--- config.mk ---
export PLATFORM = sky130hd
export DESIGN_NAME = frt_timer
export DESIGN_NICKNAME = d
export VERILOG_FILES = /design/src/logic/frt_tick_gen.v /design/src/logic/frt_timer.v
export VERILOG_INCLUDE_DIRS = /design/src /design/src/logic
export SDC_FILE = /design/constraint.sdc
export NUM_CORES = 1
export LEC_CHECK = 0
export CAP_MARGIN = 25
export CORE_ASPECT_RATIO = 0.7
export CORE_MARGIN = 2
export CORE_UTILIZATION = 30
export CTS_BUF_LIST = sky130_fd_sc_hd__clkbuf_4
export DETAILED_ROUTE_END_ITERATION = 7
export DONT_BUFFER_PORTS = 1
export SLEW_MARGIN = 5
export SYNTH_ARGS = -nofsm -noshare
export SYNTH_HDL_FRONTEND = slang
export SYNTH_SLANG_ARGS = --single-unit
--- constraint.sdc ---
create_clock -name clk_i -period 4 [get_ports clk_i]
set_input_delay 0.8 -clock clk_i [delete_from_list [all_inputs] [get_ports clk_i]]
set_output_delay 0.8 -clock clk_i [all_outputs]
set_load 0.01 [all_outputs]
--- src/logic/frt_defines.vh ---
`ifndef FRT_DEFINES_VH
`define FRT_DEFINES_VH
// register word byte addresses (wishbone, 32-bit data, one aligned word each)
`define FRT_ADDR_COUNT_LOW 6'h00
`define FRT_ADDR_COUNT_HIGH 6'h04
`define FRT_ADDR_IRQ_STATUS 6'h08
`define FRT_ADDR_IRQ_ENABLE 6'h0C
`define FRT_ADDR_IRQ_CLEAR 6'h10
`define FRT_ADDR_W 6
// count layout
`define FRT_COUNT_W 12
`define FRT_LOW_W 8
`define FRT_HIGH_W 4
`define FRT_COUNT_RESET 12'h000
`define FRT_HELD_RESET 4'h0
// boundary bits for the periodic requests
`define FRT_BIT_128US 7
`define FRT_BIT_1024US 10
// interrupt status layout
`define FRT_IRQ_W 2
`define FRT_IRQ_128US 0
`define FRT_IRQ_1024US 1
`define FRT_IRQ_RESET 2'h0
// timing
`define FRT_TICK_NS 1000
`define FRT_CLK_NS 40
`define FRT_TICK_DIV_W 5
`endif

--- src/logic/frt_tick_gen.v ---
`timescale 1ns/10ps
// divides the system clock down to a one-cycle pulse every tick period
module frt_tick_gen #(
    parameter DIV = 25,
    parameter W = 5
) (
    input wire clk_i,
    input wire rst_i,
    output reg tick_o
);
    reg [W-1:0] cnt_q;
    localparam [31:0] LAST_FULL = DIV - 1;
    localparam [W-1:0] LAST = LAST_FULL[W-1:0];
    localparam [W-1:0] ZERO = {W{1'b0}};
    localparam [W-1:0] ONE = {{(W-1){1'b0}}, 1'b1};

    always @(posedge clk_i)
    begin
        if (rst_i)
        begin
            cnt_q <= ZERO;
            tick_o <= 1'b0;
        end
        else
        begin
            tick_o <= (cnt_q == LAST);
            if (cnt_q == LAST)
                cnt_q <= ZERO;
            else
                cnt_q <= cnt_q + ONE;
        end
    end
endmodule // frt_tick_gen

--- src/logic/frt_timer.v ---
// The implementer's own choices: the placing of the registers and the Wishbone slave port.
`timescale 1ns/10ps
`include "frt_defines.vh"
// What this block does
// RL1: twelve-bit count advances by one each microsecond tick, always running.
// RL2: pulse a timer request every 128 microseconds of count.
// RL3: pulse a second timer request every 1.024 milliseconds of count.
// RL4: count wraps from all ones back to zero, spanning about 4 ms.
// RL5: low-byte read returns live bits 7..0 and captures bits 11..8.
// RL6: high read returns the nibble captured at the last low read.
// RL7: high register shows held nibble in bits 3..0, upper bits zero.
// RL8: low register is read-only, zero after reset, writes ignored.
// RL9: requests are one-cycle pulses whenever count bit 7 or bit 10 toggles.
module frt_timer #(
    parameter TICK_DIV = `FRT_TICK_NS / `FRT_CLK_NS,
    parameter TICK_DIV_W = `FRT_TICK_DIV_W
) (
    input wire clk_i,
    input wire rst_i,
    input wire wb_cyc_i,
    input wire wb_stb_i,
    input wire wb_we_i,
    input wire [`FRT_ADDR_W-1:0] wb_adr_i,
    input wire [3:0] wb_sel_i,
    input wire [31:0] wb_dat_i,
    output reg [31:0] wb_dat_o,
    output reg wb_ack_o,
    output reg irq_128us_o,
    output reg irq_1024us_o,
    output reg irq_o
);
    wire tick;
    reg [`FRT_COUNT_W-1:0] count_q;
    reg [`FRT_COUNT_W-1:0] count_d;
    reg [`FRT_HIGH_W-1:0] held_q;
    reg [`FRT_IRQ_W-1:0] status_q;
    reg [`FRT_IRQ_W-1:0] enable_q;
    reg [31:0] rdata;
    reg rd_hit;
    wire req;
    wire rd_strobe;
    wire wr_strobe;
    wire edge_128;
    wire edge_1024;
    wire [`FRT_IRQ_W-1:0] events;
    wire [`FRT_IRQ_W-1:0] clr_bits;
    wire [`FRT_IRQ_W-1:0] status_d;

    frt_tick_gen #(
        .DIV(TICK_DIV),
        .W(TICK_DIV_W)
    ) u_tick (
        .clk_i(clk_i),
        .rst_i(rst_i),
        .tick_o(tick)
    );

    // free-running count, natural wrap at all ones
    always @*
    begin
        count_d = count_q;
        if (tick)
            count_d = count_q + {{(`FRT_COUNT_W-1){1'b0}}, 1'b1}; // see RL1 // see RL4
    end

    always @(posedge clk_i)
    begin
        if (rst_i)
            count_q <= `FRT_COUNT_RESET;
        else
            count_q <= count_d;
    end

    // boundary crossings: bit 7 toggles every 128 counts, bit 10 every 1024;
    // a rising-only detect would halve both request rates
    assign edge_128 = count_d[`FRT_BIT_128US] ^ count_q[`FRT_BIT_128US]; // see RL2 // see RL9
    assign edge_1024 = count_d[`FRT_BIT_1024US] ^ count_q[`FRT_BIT_1024US]; // see RL3 // see RL9

    always @(posedge clk_i)
    begin
        if (rst_i)
        begin
            irq_128us_o <= 1'b0;
            irq_1024us_o <= 1'b0;
        end
        else
        begin
            irq_128us_o <= edge_128; // see RL9
            irq_1024us_o <= edge_1024; // see RL9
        end
    end

    // wishbone classic slave, one wait state, ack dropped after one cycle
    assign req = wb_cyc_i & wb_stb_i & ~wb_ack_o;
    assign rd_strobe = req & ~wb_we_i;
    assign wr_strobe = req & wb_we_i;

    // capture at the access itself so a later high read sees the same snapshot
    always @(posedge clk_i)
    begin
        if (rst_i)
            held_q <= `FRT_HELD_RESET;
        else if (rd_strobe && wb_adr_i == `FRT_ADDR_COUNT_LOW)
            held_q <= count_q[`FRT_COUNT_W-1:`FRT_LOW_W]; // see RL5
    end

    assign events = {edge_1024, edge_128};
    assign clr_bits = (wr_strobe && wb_adr_i == `FRT_ADDR_IRQ_CLEAR && wb_sel_i[0]) ?
                      wb_dat_i[`FRT_IRQ_W-1:0] : `FRT_IRQ_RESET;
    // a new event in the clearing cycle survives the clear
    assign status_d = (status_q & ~clr_bits) | events;

    always @(posedge clk_i)
    begin
        if (rst_i)
        begin
            status_q <= `FRT_IRQ_RESET;
            enable_q <= `FRT_IRQ_RESET;
            irq_o <= 1'b0;
        end
        else
        begin
            status_q <= status_d;
            if (wr_strobe && wb_adr_i == `FRT_ADDR_IRQ_ENABLE && wb_sel_i[0])
                enable_q <= wb_dat_i[`FRT_IRQ_W-1:0];
            irq_o <= |(status_d & enable_q);
        end
    end

    // read mux; count registers are read-only, writes to them are dropped
    always @*
    begin
        rdata = 32'h00000000;
        rd_hit = 1'b1;
        case (wb_adr_i)
            `FRT_ADDR_COUNT_LOW: rdata[`FRT_LOW_W-1:0] = count_q[`FRT_LOW_W-1:0]; // see RL5 // see RL8
            `FRT_ADDR_COUNT_HIGH: rdata[`FRT_HIGH_W-1:0] = held_q; // see RL6 // see RL7
            `FRT_ADDR_IRQ_STATUS: rdata[`FRT_IRQ_W-1:0] = status_q;
            `FRT_ADDR_IRQ_ENABLE: rdata[`FRT_IRQ_W-1:0] = enable_q;
            `FRT_ADDR_IRQ_CLEAR: rdata = 32'h00000000;
            default: rd_hit = 1'b0;
        endcase
    end

    always @(posedge clk_i)
    begin
        if (rst_i)
        begin
            wb_ack_o <= 1'b0;
            wb_dat_o <= 32'h00000000;
        end
        else
        begin
            wb_ack_o <= req;
            if (rd_strobe && rd_hit)
                wb_dat_o <= rdata;
            else
                wb_dat_o <= 32'h00000000;
        end
    end
endmodule // frt_timer

==> summary.txt <==
CP Max Fanout: 2
Dominant cell type by area after synthesis: dfxtp_1
Residual DRC count: 0
Logic pwr share: 4.0%
Hold buffer count at cts: 0
CP Class: in -> reg
Tot Pwr: 0.000684 W
DP Area: 1730 um2
Fin crit share: 49.7%
Final hold vios: 0
Setup bufs post-CTS: 0
Ranking of synthesized cells by area: dfxtp_1 43%, buf_4 10%, nor2_1 5.3%, mux2i_1 4.6%, xnor2_1 4.0%
HPWL after DPL: 2350 um
R2r setup slk: 2130 ps
Power Dens Cells: 378 nW/um2
GRT Util Overall: 10.6%
Syn Std Cell Area: 1760 um2
Commonest cells after routing, fill and taps aside: 38 x dfxtp_1, 25 x nor2_1, 24 x conb_1
Hold WC Path Type: reg -> reg
Vias in the first global route: 975
Vias: 1127
Largest net degree at the start of global routing: 26
Router iterations before antenna repair: 4
Fmax: 503 MHz
Setup Skew: 10.2 ps
Worst-path clk slew: 120 ps
Initial antenna violation count: 0
Syn avg cell area: 9.44 um2
Leak: 0.668 nW
Total CTS buffers: 5
Sequential share of power: 56.2%
Share of layout cells above drive strength 1: 9.09%
RePlAce Congestion: 0.769
GRT Residual Overflow: 0
Die Height: 68 um
Worst Max-Slew Pin Slew: 497 ps
Design area: 1810 um2
Net Sw Power: 0.000156 W
Number of flops mapped to enable cells by yosys: 0
DR WL/cell: 12.2 um
Clock power frac: 39.8%
P&R area growth vs syn: 2.99%
Root Buffer: clkbuf_4
Total routed wirelength: 3200 um
Register area share after synthesis: 43.3%
First-pass GRT wire length: 5090 um
TritonCTS clock tree: built
Post-CTS resize count: 0
Seq cells post-synth: 38
Int Power: 0.000528 W
Core footprint: 5700 um2
Starting Density: 30.8%
Ys Warns: 0
Initial DRC count: 74
Post-DRT Antenna Nets: 0
Clk Latency, worst-skew pair: 350 ps
CTS sink count: 38
Setup Total Neg Slack: 0 ps
Period minus WS final: 1990 ps
Final Max Slew Viols: 0
Post-synth ARST share: 0%
CTS Buffer Depth: 2
Vias/cell: 4.30
Most common cell after layout, fill and taps aside: dfxtp_1
Die Width: 95.4 um
Worst Setup Start Kind: primary input
Main flop type after synthesis: dfxtp_1
Syn Inst Count: 186
Crit path arrival time: 2200 ps
Sw frac: 22.8%
Inserted Diodes: 0
Critical Path RT: 4220 ps
# rows: 23
Status: completed
Top cell type's share of synthesized area: 43.3%
Max Cap Viol: 0
H-tree Lvls: 2
I/O pin cnt: 83
Worst vdd ir: 0.148 mV
PortBufs: 0
DIE AREA: 6490 um2
Slew margin rel.: 66.4%
Final setup vio count: 0
CP endpoint kind: flip-flop
Nets@finish: 236
Final Util: 31.7%
RSZ-0062 raised after global routing: no
Synth unique cells: 39
[path summary, 6_finish.rpt]
check | cells after the start | end | start
min reg2reg | 1 | u_tick.cnt_q[0] | u_tick.cnt_q[0]
min | 1 | u_tick.cnt_q[0] | u_tick.cnt_q[0]
max reg2reg | 4 | irq_o | wb_ack_o
max | 4 | irq_o | wb_adr_i[1]
[synthesized netlist by cell type (3+ instances only)]
master and n:
nand3_1 7, mux2i_1 8, buf_4 24, ha_1 3, and3_1 4, dfxtp_1 38
nor4_1 3, inv_1 7, nor3_1 4, clkbuf_1 5, nand4_1 3, o21ai_0 4
nor2_1 25, nand2_1 9, xor2_1 5, xnor2_1 8
[worst max-delay path: stages]
cell      delay (ps)
or3_2            490
or4_1            560
a21oi_1          220
o221ai_1         130
[area by class of cell]
class	instances	area, um2
clock buffers	6	45.0
clock inverters	2	37.5
fillers	612	3890
inverters	7	26.3
multi-input cells	134	845
flip-flops and latches	38	761
well taps	75	93.8
[registers in the layout (all words and copies together) (netlist names)]
name,count
u_tick.cnt_q,5
irq_o,1
status_q,2
wb_dat_o,8
irq_1024us_o,1
held_q,4
count_q,12
enable_q,2
wb_ack_o,1
irq_128us_o,1
u_tick.tick_o,1
[stage by stage]
step / instances / setup slack (ps) / hold WS (ps)
3_5_place_dp: 254 / 1650 / 448
4_1_cts: 262 / 2030 / 478
5_1_grt: 262 / 1960 / 479
3_3_place_gp: 254 / 1660 / 446
6_report: 262 / 2010 / 476
2_1_floorplan: 209 / 1770 / 430
[cell families (layout without fill, tap and decap cells)]
logic type / after synthesis / count (layout) / share of synthesized area, %
XOR/XNOR: 13 / 13 / 6.49
adder cells (fa/ha/maj): 3 / 3 / 2.14
AO/OA/AOI/OAI: 10 / 10 / 3.56
AND/OR/NAND/NOR: 74 / 74 / 24.9
flip-flops: 38 / 38 / 43.3
multiplexers: 10 / 10 / 5.84
other: 1 / 24 / 0.214
buffers and inverters: 37 / 15 / 13.5
[layer usage]
layer  part of all wire, %  global-route usage [%]  vias to the layer above  routed length (um)
met3                   8.6                    4.30                        5                 276
met1                    52                    16.0                      507                1670
met4                  0.91                    3.75                        0                  29
met5                     0                       0                        -                   0
met2                    38                    13.0                       38                1220
li1                      -                       -                      577                   -
[power groups by stage]
stage          clock network, W  registers, W  logic (W)
2_1_floorplan                 0      0.000392  0.0000467
6_report               0.000272      0.000384  0.0000272
3_3_place_gp                  0      0.000392  0.0000267
3_5_place_dp                  0      0.000393  0.0000269
5_1_grt                0.000294      0.000385  0.0000311
4_1_cts                0.000280      0.000384  0.0000271
No activity file was read; power rests on OpenSTA's default activity.
